`config.mk`:
```
export PLATFORM = sky130hd
export DESIGN_NAME = sar_adc_control
export DESIGN_NICKNAME = d
export VERILOG_FILES = /design/src/verilog/sar_adc_pkg.sv /design/src/verilog/sar_sequencer.sv /design/src/verilog/sar_adc_control.sv
export VERILOG_INCLUDE_DIRS = /design/src /design/src/verilog
export SDC_FILE = /design/constraint.sdc
export NUM_CORES = 1
export LEC_CHECK = 0
export BUFFER_PORTS_ARGS = -buffer_cell sky130_fd_sc_hd__buf_2
export CAP_MARGIN = 0
export CORE_MARGIN = 4
export CORE_UTILIZATION = 61
export DETAILED_ROUTE_END_ITERATION = 6
export GPL_TIMING_DRIVEN = 1
export PLACE_DENSITY = 0.93
export SYNTH_ARGS = -nofsm -noshare
export SYNTH_HDL_FRONTEND = slang
export SYNTH_SLANG_ARGS = --single-unit
export TNS_END_PERCENT = 20
```
`constraint.sdc`:
```
create_clock -name CLK -period 7.2 [get_ports CLK]
set_input_delay 1.44 -clock CLK [delete_from_list [all_inputs] [get_ports CLK]]
set_output_delay 1.44 -clock CLK [all_outputs]
set_load 0.03 [all_outputs]
```
`src/verilog/sar_adc_consts.svh`:
```
// Constants for the successive-approximation converter control block:
// register indices, field positions, reset values and timing counts.
// Assumes a 200 MHz system clock and a fixed divided oscillator rate.
`ifndef SAR_ADC_CONSTS_SVH
`define SAR_ADC_CONSTS_SVH

// ==========================================================
// Register indices (byte address is four times the index)
`define IDX_CMR          6'h1c
`define IDX_TLR          6'h1d
`define IDX_LRS          6'h1e
`define IDX_UPR          6'h1f

// ==========================================================
// Reset values of the control registers
`define CMR_RESET        8'h10
`define TLR_RESET        8'h00

// ==========================================================
// Field positions, channel/mode control register
`define CMR_START_BIT    7
`define CMR_MODE_HI      6
`define CMR_MODE_LO      5
`define CMR_INDIS_BIT    4
`define CMR_CHAN_HI      3
`define CMR_CHAN_LO      0

// Field positions, time/ladder control register
`define TLR_LADDER_BIT   5
`define TLR_TIME_HI      3
`define TLR_TIME_LO      1

// Field positions, low result/status register
`define LRS_DONE_BIT     5
`define LRS_BUSY_BIT     4

// ==========================================================
// Operating modes
`define MODE_OFF         2'b00
`define MODE_SW          2'b01
`define MODE_RPT         2'b11

// ==========================================================
// Conversion-time codes and their length in oscillator periods
`define TIME_39          3'b000
`define TIME_78          3'b010
`define TIME_156         3'b011
`define TIME_312         3'b100
`define TIME_624         3'b101
`define TIME_1248        3'b110
`define FC_PERIODS_39    11'd39
`define FC_PERIODS_78    11'd78
`define FC_PERIODS_156   11'd156
`define FC_PERIODS_312   11'd312
`define FC_PERIODS_624   11'd624
`define FC_PERIODS_1248  11'd1248

// ==========================================================
// Clock rates; oscillator period as a count of system clocks
`define CLK_FREQ_HZ      200000000
`define FC_FREQ_HZ       20000000
`define FC_DIV           (`CLK_FREQ_HZ / `FC_FREQ_HZ)

`endif

```
`src/verilog/sar_adc_pkg.sv`:
```
// Types shared by the converter control block and its sequencer.
// Assumes the constants header supplies all numeric values.
package sar_adc_pkg;
  // Conversion length in oscillator periods
  typedef logic [10:0] fc_len_t;
  // Ten-bit converter code
  typedef logic [9:0]  code_t;
  // Sequencer states
  typedef enum logic [1:0] {SEQ_IDLE, SEQ_SAMPLE, SEQ_DECIDE} seq_state_t;
endpackage

```
`src/verilog/sar_sequencer.sv`:
```
// Successive-approximation sequencer: times one conversion in oscillator
// periods and makes ten decisions from the comparator.
// Assumes go, abort and restart come from the control logic on CLK.
`timescale 1ns/1ps
`include "sar_adc_consts.svh"
module sar_sequencer
(
  input  wire logic                clk,
  input  wire logic                arst_n,
  input  wire logic                go,
  input  wire logic                abort,
  input  wire logic                restart,
  input  wire sar_adc_pkg::fc_len_t conv_len,
  input  wire logic                cmp_in,
  output logic                     busy,
  output sar_adc_pkg::code_t       dac_code,
  output logic                     sample_hold,
  output logic                     finish,
  output sar_adc_pkg::code_t       finish_code
);
  import sar_adc_pkg::*;

  seq_state_t state_reg;          // Sequencer state
  logic [3:0] div_reg;            // Oscillator-period divider
  fc_len_t    cnt_reg;            // Periods since sampling began
  fc_len_t    mark_reg;           // Period of the next decision
  logic [3:0] bit_idx_reg;        // Bit under trial
  code_t      trial_next;         // Trial code after this decision
  logic [15:0] span_reg;          // Cycle count, checked only
  logic       tick;               // One oscillator period elapsed
  logic       begin_sample;       // A conversion starts now
  fc_len_t    step;               // Periods per decision
  fc_len_t    first_mark;         // End of the sampling phase
  fc_len_t    cnt_inc;            // Period count after this tick

  // ==========================================================
  // Timing arithmetic
  assign tick       = (div_reg == 4'(`FC_DIV - 1));
  assign step       = conv_len >> 4;
  assign first_mark = conv_len - fc_len_t'((step << 3) + (step << 1));
  assign cnt_inc    = cnt_reg + 11'd1;
  assign busy       = (state_reg != SEQ_IDLE);
  assign begin_sample = ((state_reg == SEQ_IDLE) & go & ~abort)
                      | (finish & restart);

  // Keep the tried bit if the input is above the ladder, try the next
  always_comb
  begin
    trial_next = dac_code;
    trial_next[bit_idx_reg] = cmp_in;
    if (bit_idx_reg != 4'd0)
      trial_next[bit_idx_reg - 4'd1] = 1'b1;
  end

  assign finish = (state_reg == SEQ_DECIDE) & tick & (cnt_inc == mark_reg)
                & (bit_idx_reg == 4'd0) & ~abort;
  assign finish_code = trial_next;

  // ==========================================================
  // Divider restarts with each conversion so its length is exact
  always_ff @(posedge clk or negedge arst_n)
  begin
    if (!arst_n)
      div_reg <= 4'h0;
    else if (begin_sample || tick)
      div_reg <= 4'h0;
    else
      div_reg <= div_reg + 4'h1;
  end

  // ==========================================================
  // Sample, then ten decisions, the last on the final period
  always_ff @(posedge clk or negedge arst_n)
  begin
    if (!arst_n)
    begin
      state_reg   <= SEQ_IDLE;
      cnt_reg     <= 11'h000;
      mark_reg    <= 11'h000;
      bit_idx_reg <= 4'h0;
      dac_code    <= 10'h000;
      sample_hold <= 1'b0;
    end
    else if (abort)
    begin
      // Stop at once; the partial code is dropped
      state_reg   <= SEQ_IDLE;
      dac_code    <= 10'h000;
      sample_hold <= 1'b0;
    end
    else if (begin_sample)
    begin
      state_reg   <= SEQ_SAMPLE;
      cnt_reg     <= 11'h000;
      mark_reg    <= first_mark;
      dac_code    <= 10'h000;
      sample_hold <= 1'b1;
    end
    else
    begin
      unique case (state_reg)
        SEQ_IDLE:
        begin
          sample_hold <= 1'b0;
        end
        SEQ_SAMPLE:
        begin
          if (tick)
          begin
            cnt_reg <= cnt_inc;
            if (cnt_inc == mark_reg)
            begin
              sample_hold <= 1'b0;
              dac_code    <= 10'h200;
              bit_idx_reg <= 4'd9;
              mark_reg    <= mark_reg + step;
              state_reg   <= SEQ_DECIDE;
            end
          end
        end
        SEQ_DECIDE:
        begin
          if (tick)
          begin
            cnt_reg <= cnt_inc;
            if (cnt_inc == mark_reg)
            begin
              if (bit_idx_reg == 4'd0)
              begin
                state_reg <= SEQ_IDLE;
                dac_code  <= 10'h000;
              end
              else
              begin
                dac_code    <= trial_next;
                bit_idx_reg <= bit_idx_reg - 4'd1;
                mark_reg    <= mark_reg + step;
              end
            end
          end
        end
      endcase
    end
  end

  // ==========================================================
  // Cycles since the conversion began, read only by a check
  always_ff @(posedge clk or negedge arst_n)
  begin
    if (!arst_n)
      span_reg <= 16'h0000;
    else if (begin_sample)
      span_reg <= 16'h0000;
    else if (busy)
      span_reg <= span_reg + 16'h0001;
  end
endmodule

```
`src/verilog/sar_adc_control.sv`:
```
// Control and status of a ten-bit successive-approximation converter,
// reached by software over APB; sequencer instantiated below.
// Assumes an APB master on CLK and a comparator output sampled on CLK.
`timescale 1ns/1ps
`include "sar_adc_consts.svh"
module sar_adc_control
(
  input  wire logic                CLK,
  input  wire logic                ARST_N,
  input  wire logic                PSEL,
  input  wire logic                PENABLE,
  input  wire logic                PWRITE,
  input  wire logic [7:0]          PADDR,
  input  wire logic [31:0]         PWDATA,
  output logic [31:0]              PRDATA,
  output logic                     PREADY,
  output logic                     PSLVERR,
  input  wire logic                STANDBY,
  input  wire logic                CMP_IN,
  output logic [15:0]              ANALOG_IN_SEL,
  output logic                     INPUT_DISABLE,
  output logic                     LADDER_ON,
  output wire logic                SAMPLE_HOLD,
  output wire sar_adc_pkg::code_t  DAC_CODE,
  output logic                     CONV_DONE_IRQ
);
  import sar_adc_pkg::*;

  // ==========================================================
  // Declarations
  logic [7:0] channel_mode_control_reg;  // Start, mode, disable, channel
  logic [7:0] time_ladder_control_reg;   // Ladder and conversion time
  code_t      result_reg;                // Last completed conversion
  logic       conv_done_flag;            // Set at completion
  logic [5:0] idx;                       // Word index of the access
  logic       hit;                       // Address maps to a register
  logic       access;                    // Access phase completes now
  logic       wr_cmr;                    // Write to channel/mode
  logic       wr_tlr;                    // Write to time/ladder
  logic       rd_upper;                  // Read of upper result
  logic [7:0] read_mux;                  // Byte the read returns
  logic [1:0] op_mode_field;             // Operating mode
  logic       mode_run;                  // Mode allows conversions
  logic       go;                        // A requested conversion begins
  logic       abort;                     // Conversion must stop now
  logic       restart;                   // Start next on completion
  logic       conv_busy_flag;            // Sequencer is converting
  logic       finish;                    // Last decision made
  code_t      finish_code;               // Code of that conversion
  fc_len_t    conv_len;                  // Selected length in periods

  // ==========================================================
  // Conversion length for a time code; reserved codes take the
  // longest length so a bad setting never shortens the settling
  function automatic fc_len_t conv_periods(input logic [2:0] code);
    fc_len_t len;
    unique case (code)
      `TIME_39:   len = `FC_PERIODS_39;
      `TIME_78:   len = `FC_PERIODS_78;
      `TIME_156:  len = `FC_PERIODS_156;
      `TIME_312:  len = `FC_PERIODS_312;
      `TIME_624:  len = `FC_PERIODS_624;
      `TIME_1248: len = `FC_PERIODS_1248;
      default:    len = `FC_PERIODS_1248;
    endcase
    return len;
  endfunction

  // ==========================================================
  // Bus decode
  assign idx    = PADDR[7:2];
  assign hit    = (PADDR[1:0] == 2'b00)
                & ((idx == `IDX_CMR) | (idx == `IDX_TLR)
                 | (idx == `IDX_LRS) | (idx == `IDX_UPR));
  assign access = PSEL & PENABLE & PREADY;
  assign wr_cmr = access & PWRITE & hit & (idx == `IDX_CMR);
  assign wr_tlr = access & PWRITE & hit & (idx == `IDX_TLR);
  assign rd_upper = access & ~PWRITE & hit & (idx == `IDX_UPR);

  // ==========================================================
  // Mode decode and conversion control
  assign op_mode_field = channel_mode_control_reg[`CMR_MODE_HI:`CMR_MODE_LO];
  // Reserved mode code is treated like disable
  assign mode_run = (op_mode_field == `MODE_SW)
                  | (op_mode_field == `MODE_RPT);
  // Software start and repeat both begin on the start bit
  assign go       = channel_mode_control_reg[`CMR_START_BIT] & mode_run
                  & ~conv_busy_flag & ~STANDBY;
  // Disable or standby stops a running conversion at once
  assign abort    = STANDBY | ~mode_run;
  assign restart  = (op_mode_field == `MODE_RPT);
  assign conv_len = conv_periods(
    time_ladder_control_reg[`TLR_TIME_HI:`TLR_TIME_LO]);

  // ==========================================================
  // Read data; top two time/ladder bits and low four status bits read as zero
  always_comb
  begin
    unique case (idx)
      `IDX_CMR: read_mux = channel_mode_control_reg;
      `IDX_TLR: read_mux = {2'b00, time_ladder_control_reg[5:0]};
      `IDX_LRS: read_mux = {result_reg[1:0], conv_done_flag,
                            conv_busy_flag, 4'h0};
      `IDX_UPR: read_mux = result_reg[9:2];
      default:  read_mux = 8'h00;
    endcase
  end

  // ==========================================================
  // APB slave: no wait states; ready is raised in the access phase
  // and unmapped or unaligned addresses answer with an error
  always_ff @(posedge CLK or negedge ARST_N)
  begin
    if (!ARST_N)
    begin
      PREADY  <= 1'b0;
      PSLVERR <= 1'b0;
      PRDATA  <= 32'h0000_0000;
    end
    else
    begin
      PREADY  <= PSEL & ~PENABLE;
      PSLVERR <= PSEL & ~PENABLE & ~hit;
      if (PSEL && !PENABLE && !PWRITE && hit)
        PRDATA <= {24'h00_0000, read_mux};
      else
        PRDATA <= 32'h0000_0000;
    end
  end

  // ==========================================================
  // Channel/mode register; standby forces the reset value and
  // blocks writes, so nothing restarts on return to normal mode
  always_ff @(posedge CLK or negedge ARST_N)
  begin
    if (!ARST_N)
      channel_mode_control_reg <= `CMR_RESET;
    else if (STANDBY)
      channel_mode_control_reg <= `CMR_RESET;
    else if (wr_cmr)
      channel_mode_control_reg <= PWDATA[7:0];
    else if (go || !mode_run)
      // Consumed when conversion begins, dropped in disable mode
      channel_mode_control_reg[`CMR_START_BIT] <= 1'b0;
  end

  // ==========================================================
  // Time/ladder register; stored as written, top bits read as zero
  always_ff @(posedge CLK or negedge ARST_N)
  begin
    if (!ARST_N)
      time_ladder_control_reg <= `TLR_RESET;
    else if (STANDBY)
      time_ladder_control_reg <= `TLR_RESET;
    else if (wr_tlr)
      time_ladder_control_reg <= PWDATA[7:0];
  end

  // ==========================================================
  // Result is loaded only by a completed conversion; standby loses it
  always_ff @(posedge CLK or negedge ARST_N)
  begin
    if (!ARST_N)
      result_reg <= 10'h000;
    else if (STANDBY)
      result_reg <= 10'h000;
    else if (finish)
      result_reg <= finish_code;
  end

  // ==========================================================
  // Done flag: completion wins over any clear in the same cycle
  always_ff @(posedge CLK or negedge ARST_N)
  begin
    if (!ARST_N)
      conv_done_flag <= 1'b0;
    else if (STANDBY)
      conv_done_flag <= 1'b0;
    else if (finish)
      conv_done_flag <= 1'b1;
    else if (go)
      conv_done_flag <= 1'b0;
    else if (rd_upper)
      conv_done_flag <= 1'b0;
  end

  // ==========================================================
  // Interrupt request pulse on the same edge as the done flag
  always_ff @(posedge CLK or negedge ARST_N)
  begin
    if (!ARST_N)
      CONV_DONE_IRQ <= 1'b0;
    else
      CONV_DONE_IRQ <= finish;
  end

  // ==========================================================
  // Analog front-end controls
  always_ff @(posedge CLK or negedge ARST_N)
  begin
    if (!ARST_N)
    begin
      ANALOG_IN_SEL <= 16'h0000;
      INPUT_DISABLE <= 1'b1;
      LADDER_ON     <= 1'b0;
    end
    else
    begin
      // Binary channel code to one of sixteen input switches
      if (channel_mode_control_reg[`CMR_INDIS_BIT])
        ANALOG_IN_SEL <= 16'h0000;
      else
        ANALOG_IN_SEL <= 16'h0001 << channel_mode_control_reg[3:0];
      INPUT_DISABLE <= channel_mode_control_reg[`CMR_INDIS_BIT];
      // Ladder draws current, so it is off when idle unless held on
      LADDER_ON <= time_ladder_control_reg[`TLR_LADDER_BIT]
                 | go | (conv_busy_flag & ~abort);
    end
  end

  // ==========================================================
  // Conversion sequencer; busy comes from its state
  sar_sequencer u_seq
  (
    .clk         (CLK),
    .arst_n      (ARST_N),
    .go          (go),
    .abort       (abort),
    .restart     (restart),
    .conv_len    (conv_len),
    .cmp_in      (CMP_IN),
    .busy        (conv_busy_flag),
    .dac_code    (DAC_CODE),
    .sample_hold (SAMPLE_HOLD),
    .finish      (finish),
    .finish_code (finish_code)
  );
endmodule

```
---- Word-level counts from Yosys, hierarchy flattened ----
Cells that the tools add are included.
storage, ports and cells
  output and inout bits ................... 64
  register bits ........................... 121
cells by class
  multiplexer cells ....................... 60
  bitwise operators ....................... 40
  equality and inequality tests ........... 29
  shift-type cells ........................ 1
  reduce and logical (&&, ||, !) cells .... 34
  add/sub/neg operators ................... 6
  $lt $le $gt $ge ......................... 4
operator list
  kind                                                    count
  2-to-1 mux 10 bit                                       10
  2-to-1 mux 11 bit                                       9
  one-hot mux 11 bit (5 select lines)                     1
  one-hot mux 8 bit (4 select lines)                      1
  equality test 6 x 5 -> 1 bit (second input constant)    4
  2-to-1 mux 4 bit                                        6
  AND 1 bit                                               23
  one-hot mux 11 bit (2 select lines)                     1
  one-hot mux 10 bit (2 select lines)                     1
  2-to-1 mux 16 bit                                       1
  2-to-1 mux 8 bit                                        2
  nonzero test 4 bit                                      4
  << shifter 1 x 4 -> 16 bit (first input constant)       1
  2-to-1 mux 2 bit                                        7
  nonzero test 2 bit                                      7
  2-to-1 mux 1 bit                                        12
  2-to-1 mux 6 bit                                        2
  inequality test 4 x 1 -> 1 bit (second input constant)  3
  adder 10 x 8 -> 11 bit                                  1
  adder 11 x 1 -> 11 bit (second input constant)          1
  adder 11 x 7 -> 11 bit                                  1
  equality test 11 bit                                    1
  subtractor 11 bit                                       1
  bitwise mux 10 bit                                      1
  other kinds (35)                                        73

---- Depth between registers and ports, before layout ----
Gate-level depths: netlist of the first run.
  depth in word-level cells ............... 13
  depth in mapped cells ................... 17
  depth with buffers taken out ............ 15

---- Hierarchy ----
Synthesis of the first run repeated with hierarchy kept, for this count alone.
second synthesis, totals
  cell total of the unflattened synthesis .. 714
  area, all modules ....................... 6638.9 sq um
modules (own cells, without submodules)
  module           sequential area each (sq um)  cells each  area an instance (sq um)  times used
  sar_sequencer    1076.0                        471         3972.6                    1
  sar_adc_control  1353.8                        243         2666.3                    1

---- Worst setup path after synthesis of the first run ----
Ideal clock, no wire load.
  kind .................................... register to register
  start ................................... register time_ladder_control_reg[2]
  end ..................................... register u_seq.mark_reg[10]
  setup time .............................. 0.130 ns
  buffers on the path ..................... 2
  slack ................................... 3.800 ns
  cell stages (with the launch flop) ...... 18
  data arrival time ....................... 3.269 ns
  required time ........................... 7.070 ns
  clock period less this slack ............ 3.400 ns
  path through ............................ dfrtp_1 > clkbuf_1 > nand2b_1 > or2_2 > ha_1 > clkbuf_1 > and2_1 > inv_1 > ha_1 > fa_1 > a21o_1 > a21oi_1 > o21bai_1 > a21oi_1 > o21bai_1 > and4_1 > a211oi_1 > nor3b_1
between the ends
  cells in the longest elaborated chain, start to end .. 8
  elaborated cells on any way between the ends .. 16
RTL lines
  element                                                                         line                    text
  start: declaration                                                              sar_adc_control.sv:32   logic [7:0] time_ladder_control_reg;
  start signal: assignment                                                        sar_adc_control.sv:152  time_ladder_control_reg <= `TLR_RESET;
  start signal: assignment                                                        sar_adc_control.sv:154  time_ladder_control_reg <= `TLR_RESET;
  start signal: assignment                                                        sar_adc_control.sv:156  time_ladder_control_reg <= PWDATA[7:0];
  equality test 3 bit (tied with other cells)                                     sar_adc_control.sv:57   unique case (code)
  one-hot mux 11 bit (5 select lines) *                                           sar_adc_control.sv:57
  parallel branches: the longest is 5 deep, another holds adder 10 x 8 -> 11 bit  --
  2-to-1 mux 11 bit *                                                             sar_sequencer.sv:91     else if (begin_sample)
  end signal: assignment                                                          sar_sequencer.sv:95     mark_reg <= first_mark;
  end signal: assignment                                                          sar_sequencer.sv:116    mark_reg <= mark_reg + step;
  end signal: assignment                                                          sar_sequencer.sv:137    mark_reg <= mark_reg + step;
  end: declaration                                                                sar_sequencer.sv:26     fc_len_t mark_reg;
Mark *: on every way between the ends. The select of a mux whose other input is x is not followed.
A chain may end at the register's enable or synchronous reset.

---- Worst setup path after layout of the first run ----
  start ................................... input STANDBY
  end ..................................... register u_seq.bit_idx_reg[2]
between the ends
  cells in the longest elaborated chain, start to end .. 7
  elaborated cells on any way between the ends .. 11
RTL lines
  element                                        line                                          text
  start: declaration                             sar_adc_control.sv:18                         input wire logic STANDBY,
  NOT 1 bit or bitwise OR 1 bit (tied branches)  sar_adc_control.sv:88, sar_adc_control.sv:90
  AND 1 bit or NOT 1 bit (tied branches)         --
  AND 1 bit, on equally long branches            sar_sequencer.sv:43, sar_sequencer.sv:56
  AND 1 bit, on equally long branches            sar_sequencer.sv:43, sar_sequencer.sv:44
  bitwise OR 1 bit                               sar_sequencer.sv:44                           | (finish & restart);
  NOT 1 bit (no line)                            --
  AND reduction 8 bit (no line) *                --
  end signal: assignment                         sar_sequencer.sv:136                          bit_idx_reg <= bit_idx_reg - 4'd1;
  end: declaration                               sar_sequencer.sv:27                           logic [3:0] bit_idx_reg;
Mark *: on every way between the ends. The rest lies on a longest branch, timed or not.

==> impl_results.md, run 1 <==
- Status: completed
- Critical Path End Type: flop
- Clock transition at path regs: 0.11 ns
- Layout filler cell count: 736
- Mapped cell area: 6180 um2
- Initial antenna violation count: 0
- ANT cells: 0
- DRT Wirelength: 14400 um
- Largest net degree at the start of global routing: 86
- H-tree levels: 3
- Port buffer count: 62
- Setup tns final: 0 ns
- Element type at the critical path start: input pin
- Routability-driven placement congestion ratio: 0.918
- Tmin final: 3.99 ns
- Clock power share: 36.8%
- Max-cap violations: 0
- Die height: 109 um
- Combinational power share: 5.1%
- Layout cells sized above 1: 16.1%
- Hold WS: 0.410 ns
- Synth Instances: 663
- Crit path max fanout: 26
- Mapped Avg Cell Area: 9.33 um2
- Final Hold Fails: 0
- Ys async rst share: 100%
- Cell row count: 36
- Internal power: 0.689 mW
- First-pass GRT wire length: 23400 um
- CP Class: in -> reg
- FF-to-FF setup slack: 3.41 ns
- Max reg flops: 16
- EDFF count, synth: 0
- Commonest cells after routing, fill and taps aside: dfrtp_1, nor2_1, buf_2
- CTS Hold Bufs: 0
- Worst-Margin Slew: 1.05 ns
- Reg-to-Reg Start: time_ladder_control_reg[2]
- Final Util: 66.9%
- Post-cts resize count: 0
- Nets: 778
- Reg-to-Reg End: u_seq.mark_reg[10]
- Crit. Startpoint: STANDBY
- Wire per inst: 17.3 um
- Commonest non-fill, non-tap cell in the layout: dfrtp_1
- Critical Path End: u_seq.bit_idx_reg[2]
- Top post-synthesis cells by area: dfrtp_1, ha_1, nor2_1
- DR DRC count: 0
- Gr usage total: 24.8%
- Total power draw: 0.940 mW
- Vias in the first global route: 4895
- Post-route clock period utilization: 55.4%
- Crit path DAT: 4.24 ns
- Worst Skew: 0.0137 ns
- CTS max path bufs: 2
- HP Class: reg -> reg
- CTS root buf: clkbuf_8
- Die span in x: 109 um
- Slew Limit Fails: 0
- Worst path required time: 7.45 ns
- TritonCTS buffer count: 9
- Setup Buffers After CTS: 0
- Largest area contributor in the netlist: dfrtp_1
- Worst-Skew Late Latency: 0.36 ns
- F_max: 251 MHz
- Seq cells post-synth: 97
- Synth unique cells: 72
- Via count: 5047
- Avg Vias per Cell: 6.04
- Area delta synth->final: 6.25%
- Final setup fails: 0
- Maximum VDD drop: 0.106 mV
- Sequential power share: 58.1%
- FF-to-FF path depth: 15
- RSZ-0062 raised after global routing: false
- Pleak: 3.04 nW
- Total gr overflow: 0
- Initial Utilization: 63.0%
- Antenna-violating nets left: 0
- Synthesis Warnings: 0
- DR iter-0 viols: 427
- I/O pins: 111
- Net Switching: 0.250 mW
- Slew HR: 29.8%
- Sw Ratio: 26.7%
- Proportion of netlist area held by the largest area contributor: 38.4%
- Pre-antenna DRT Iters: 6
- Die area: 11800 um2
- CTS tree: yes
- Core area: 9820 um2
- Register area share after synthesis: 39.3%
- Clock Sink Count: 97
- Power per cell area: 143 nW/um2
- Most used DFF post-synth: dfrtp_1
- Dpl hpwl: 10600 um
==> how the worst min path moves through the flow <==
stage | from | endpoint | cells past startpoint
finish | channel_mode_control_reg[4] | INPUT_DISABLE | 0
detailed placement | channel_mode_control_reg[4] | INPUT_DISABLE | 0
global placement | channel_mode_control_reg[4] | INPUT_DISABLE | 0
floorplan | channel_mode_control_reg[4] | INPUT_DISABLE | 0
CTS | channel_mode_control_reg[4] | INPUT_DISABLE | 0
global route | channel_mode_control_reg[4] | INPUT_DISABLE | 0
==> layer usage <==
metal / vias to the layer above / wire length [um] / global-route usage (%)
met2: 233 / 7210 / 42.7
li1: 2338 / - / -
met3: 32 / 1020 / 3.79
met5: - / 0 / 0
met4: 0 / 376 / 10.0
met1: 2444 / 5830 / 31.3
==> cells in the mapped netlist (4+ instances only) <==
cell      count
ha_1         30
xor2_1        9
and4_1        4
o21bai_1      4
buf_2         5
nor3b_1       4
nand2b_1      9
xnor2_1      25
nor3_1       10
buf_4        29
a221oi_1      6
a31oi_1      11
clkbuf_1     23
mux2_2       10
nand3_1      13
or3_1         7
buf_6         4
nand3b_1     14
nor2_1       85
and2_1        4
a211oi_1     10
nor2b_1      11
a21oi_1      29
nand2_1      50
and3_1       10
o21ai_0      14
a21o_1        5
mux2i_1      22
o22ai_1       5
or2_2         4
a22oi_1       4
nand4_1       6
dfrtp_1      95
o21ai_1      10
inv_1        28
==> metrics by stage <==
step / setup slack (ns) / instance area, um2 / instances
6_report: 3.21 / 6570 / 836
5_1_grt: 3.02 / 6570 / 836
4_1_cts: 3.22 / 6570 / 836
3_5_place_dp: 2.86 / 6380 / 820
3_3_place_gp: 2.95 / 6380 / 820
2_1_floorplan: 3.80 / 6270 / 686
==> logic make-up after synthesis <==
group           Yosys count  share of synthesized area [%]
compound gates          125                           14.3
xor+xnor                 34                           4.81
fa+ha+maj                33                           7.04
buf+inv                  90                           7.81
flops                    97                           39.3
mux                      34                           6.11
other cells               1                         0.0606
simple gates            249                           20.5
==> power groups by stage <==
stage	registers, mW	clock network (mW)	logic, mW
2_1_floorplan	0.558	0	0.0362
3_3_place_gp	0.556	0	0.0466
3_5_place_dp	0.556	0	0.0474
4_1_cts	0.546	0.347	0.0476
5_1_grt	0.546	0.370	0.0523
6_report	0.546	0.346	0.0479
==> cell type report <==
type                    instances  area, um2  share of cell area (%)
inverters                      28        105                    1.60
multi-input cells             499       3360                    51.1
clock buffers                   9        124                    1.88
well taps                     133        166                    2.53
repair buffers                 63        320                    4.87
clock inverters                 7       67.6                    1.03
flip-flops and latches         97       2430                    37.0
==> worst max-delay path, cell delays in order <==
cell,delay [ns]
buf_2,0.23
nor2b_1,0.66
nand4_1,0.24
or3_1,0.44
o21ai_2,0.78
nor3_1,0.14
a221o_1,0.30
(Power assumes the default switching activity.)
==> run 2, diff against run 1 <==
--- a/config.mk
+++ b/config.mk
@@ -6,13 +6,14 @@
 export SDC_FILE = /design/constraint.sdc
 export NUM_CORES = 1
 export LEC_CHECK = 0
+export ABC_AREA = 1
 export BUFFER_PORTS_ARGS = -buffer_cell sky130_fd_sc_hd__buf_2
 export CAP_MARGIN = 0
 export CORE_MARGIN = 4
-export CORE_UTILIZATION = 61
+export CORE_UTILIZATION = 51
 export DETAILED_ROUTE_END_ITERATION = 6
 export GPL_TIMING_DRIVEN = 1
-export PLACE_DENSITY = 0.93
+export PLACE_DENSITY = 0.84
 export SYNTH_ARGS = -nofsm -noshare
 export SYNTH_HDL_FRONTEND = slang
 export SYNTH_SLANG_ARGS = --single-unit
==> constraint.sdc (replaced) <==
create_clock -name CLK -period 3.2 [get_ports CLK]
set_input_delay 0.64 -clock CLK [delete_from_list [all_inputs] [get_ports CLK]]
set_output_delay 0.64 -clock CLK [all_outputs]
set_load 0.03 [all_outputs]
==> run 2 against run 1 <==
Clock skew down 0.0019 ns; critical endpoint is now u_seq.mark_reg[9]; routed wire length increased by 3.4%; critical path type is now reg -> reg; worst hold slack worse by 0.23 ns; flip-flop and latch count unchanged; global-route usage down 3.8 points; synthesized cell count increased by 24%; combinational power grew to 17 times the previous value; synthesized area is 0.42% lower; first-iteration DRC count rose by 16%; total power rose to 3.5 times the previous value; sequential power is 150% higher.
==> impl_results.md, run 2 <==
- Crit path DAT: 3.29 ns
- Die span in x: 118 um
- Slew HR: 66.0%
- Placed instance count: 1033
- CTS max path bufs: 2
- Cell row count: 39
- CTS tree: yes
- Register area: 2430 um2
- Synthesis Warnings: 0
- Synth top cells by count: nand2_1, inv_1, dfrtp_1
- Worst-Margin Slew: 0.508 ns
- Pre-antenna DRT Iters: 6
- Routability-driven placement congestion ratio: 0.912
- HP Class: in -> async
- Crit path max fanout: 5
- Count leader, synth: nand2_1
- FF-to-FF path depth: 19
- Final Hold Fails: 0
- Post-DP Area: 6610 um2
- Worst path required time: 3.48 ns
- Power per cell area: 470 nW/um2
- I/O pins: 111
- Proportion of netlist area held by the largest area contributor: 38.6%
- H-tree levels: 3
- Port buffer count: 62
- Mapped Avg Cell Area: 7.48 um2
- TritonCTS buffer count: 9
- Worst-Skew Late Latency: 0.35 ns
- Layout filler cell count: 1001
- Total power draw: 3.28 mW
- Clock Sink Count: 97
- Ys async rst share: 100%
- Antenna-violating nets left: 0
- Post-route clock period utilization: 94.2%
- Seq cells post-synth: 97
- Core area: 11600 um2
- Reg-to-Reg Start: time_ladder_control_reg[1]
- Largest area contributor in the netlist: dfrtp_1
- Commonest cells after routing, fill and taps aside: nand2_1, inv_1, dfrtp_1
- Sw Ratio: 33.4%
- Vias in the first global route: 5384
- Tmin final: 3.01 ns
- Crit. Startpoint: time_ladder_control_reg[1]
- Critical Path End Type: flop
- Commonest non-fill, non-tap cell in the layout: nand2_1
- Sequential power share: 41.6%
- Avg Vias per Cell: 5.40
- Critical Path End: u_seq.mark_reg[9]
- EDFF count, synth: 0
- Most used DFF post-synth: dfrtp_1
- DR iter-0 viols: 497
- Die height: 118 um
- Final instance area: 6980 um2
- DR DRC count: 0
- Synth unique cells: 45
- Top post-synthesis cells by area: dfrtp_1, nand2_1, inv_1
- First-pass GRT wire length: 24500 um
- Initial antenna violation count: 0
- Clock power share: 33.2%
- Gr usage total: 21.0%
- Combinational power share: 25.2%
- Internal power: 2.18 mW
- Maximum VDD drop: 0.306 mV
- Dpl hpwl: 11000 um
- ANT cells: 0
- Wire per inst: 14.2 um
- Reg-to-Reg End: u_seq.mark_reg[9]
- Status: completed
- CTS root buf: clkbuf_16
- Non-filler cells, final: 1052
- Clock transition at path regs: 0.07 ns
- F_max: 332 MHz
- Via count: 5680
- Total gr overflow: 0
- Synth Instances: 823
- Nets: 984
- Initial Utilization: 53.0%
- Final setup fails: 0
- CP Class: reg -> reg
- Largest net degree at the start of global routing: 53
- Mapped cell area: 6160 um2
- FF-to-FF setup slack: 0.19 ns
- Register area share after synthesis: 39.5%
- Worst Skew: 0.0118 ns
- Area delta synth->final: 13.3%
- Net Switching: 1.09 mW
- Element type at the critical path start: flop
- Max reg flops: 16
- Die area: 13900 um2
- Pleak: 3.74 nW
- Layout cells sized above 1: 15.2%
- Max-cap violations: 0
- DRT Wirelength: 14900 um
- Multi-input gate area: 3140 um2
- Slew Limit Fails: 0
-- run 2: cell count changes after synthesis, moves of 11 or more --
cell      before  now
nor2b_1       11    0
o21ai_0       14   56
nand2_1       50  201
nand3_1       13   71
inv_1         28  119
xnor2_1       25    4
clkbuf_1      23    3
mux2i_1       22    4
nand3b_1      14    1
-- run 2: kinds of logic after synthesis --
family,after synthesis,share of synthesized area [%]
buffers and inverters,156,11.6
xor gates and xnor gates,17,2.42
other,1,0.0609
muxes,4,0.650
DFF,97,39.5
adders and majority gates,33,7.07
AOI/OAI and AO/OA,124,11.7
and+or+nand+nor,391,27.0
-- run 2: area by class of cell --
type                    count  share of cell area [%]
clock buffers              10                    3.42
clock inverters             6                   0.825
inverters                 122                    6.60
multi-input cells         593                    45.1
flip-flops and latches     97                    34.8
well taps                 143                    2.56
repair buffers             81                    6.71
-- run 2: how the worst min path moves through the flow --
stage / slack (ns) / from / cells after the start / end
floorplan: 0.34 / ARST_N / 0 / ANALOG_IN_SEL[0]
global placement: 0.37 / channel_mode_control_reg[4] / 0 / INPUT_DISABLE
detailed placement: 0.37 / channel_mode_control_reg[4] / 0 / INPUT_DISABLE
CTS: 0.18 / ARST_N / 1 / result_reg[1]
global route: 0.19 / ARST_N / 1 / result_reg[1]
finish: 0.18 / ARST_N / 1 / result_reg[1]
-- run 2: layer usage --
metal  track usage, %  vias up  share of wire [%]  wire [um]
met4             6.08        0                2.1        310
li1                 -     2763                  -          -
met1             27.1     2677                 43       6350
met2             35.4      206                 49       7310
met3             4.85       34                6.5        965
met5                0        -                  0          0
-- run 2: worst max-delay path, stage by stage (launching register included) --
cell and delay [ns]:
dfrtp_1 0.41, nor2_2 0.15, inv_1 0.07, nor2_1 0.11, inv_1 0.09, ha_4 0.19
nand2_1 0.10, nand3_1 0.12, inv_1 0.12, fa_1 0.40, ha_1 0.30, nand2_1 0.05
nor2_1 0.13, nand3_1 0.09, o2111ai_1 0.12, xnor2_1 0.15, nand2_1 0.09, o21ai_0 0.08
nand2_1 0.07, o21ai_1 0.09
-- run 2: what timing repair did --
| action | 4_1_cts | 5_1_grt |
|---|---|---|
| hold buffers | 0 | 0 |
| endpoints found under the setup margin | 0 | 5 |
| setup buffers | 0 | 3 |
| gates resized for setup | 0 | 15 |
| endpoints found under the hold margin | 0 | 0 |
-- run 2: through the flow --
| stage | TNS (ns) | hold WS (ns) | setup WS [ns] | util (%) |
|---|---|---|---|---|
| 3_5_place_dp | 0 | 0.375 | 0.0825 | 56.9 |
| 5_1_grt | -0.0754 | 0.186 | -0.0658 | 60.1 |
| 6_report | 0 | 0.182 | 0.185 | 60.1 |
| 4_1_cts | 0 | 0.181 | 0.0456 | 59.5 |
| 2_1_floorplan | 0 | 0.344 | 0.133 | - |
| 3_3_place_gp | 0 | 0.375 | 0.134 | 56.9 |
-- run 2: power groups by stage --
| stage | sequential (mW) | combinational, mW | clock (mW) |
|---|---|---|---|
| finish | 1.36 | 0.827 | 1.09 |
| global route | 1.37 | 0.937 | 1.15 |
| CTS | 1.36 | 0.791 | 1.10 |
| global placement | 1.38 | 0.765 | 0 |
| floorplan | 1.39 | 0.612 | 0 |
| detailed placement | 1.39 | 0.784 | 0 |
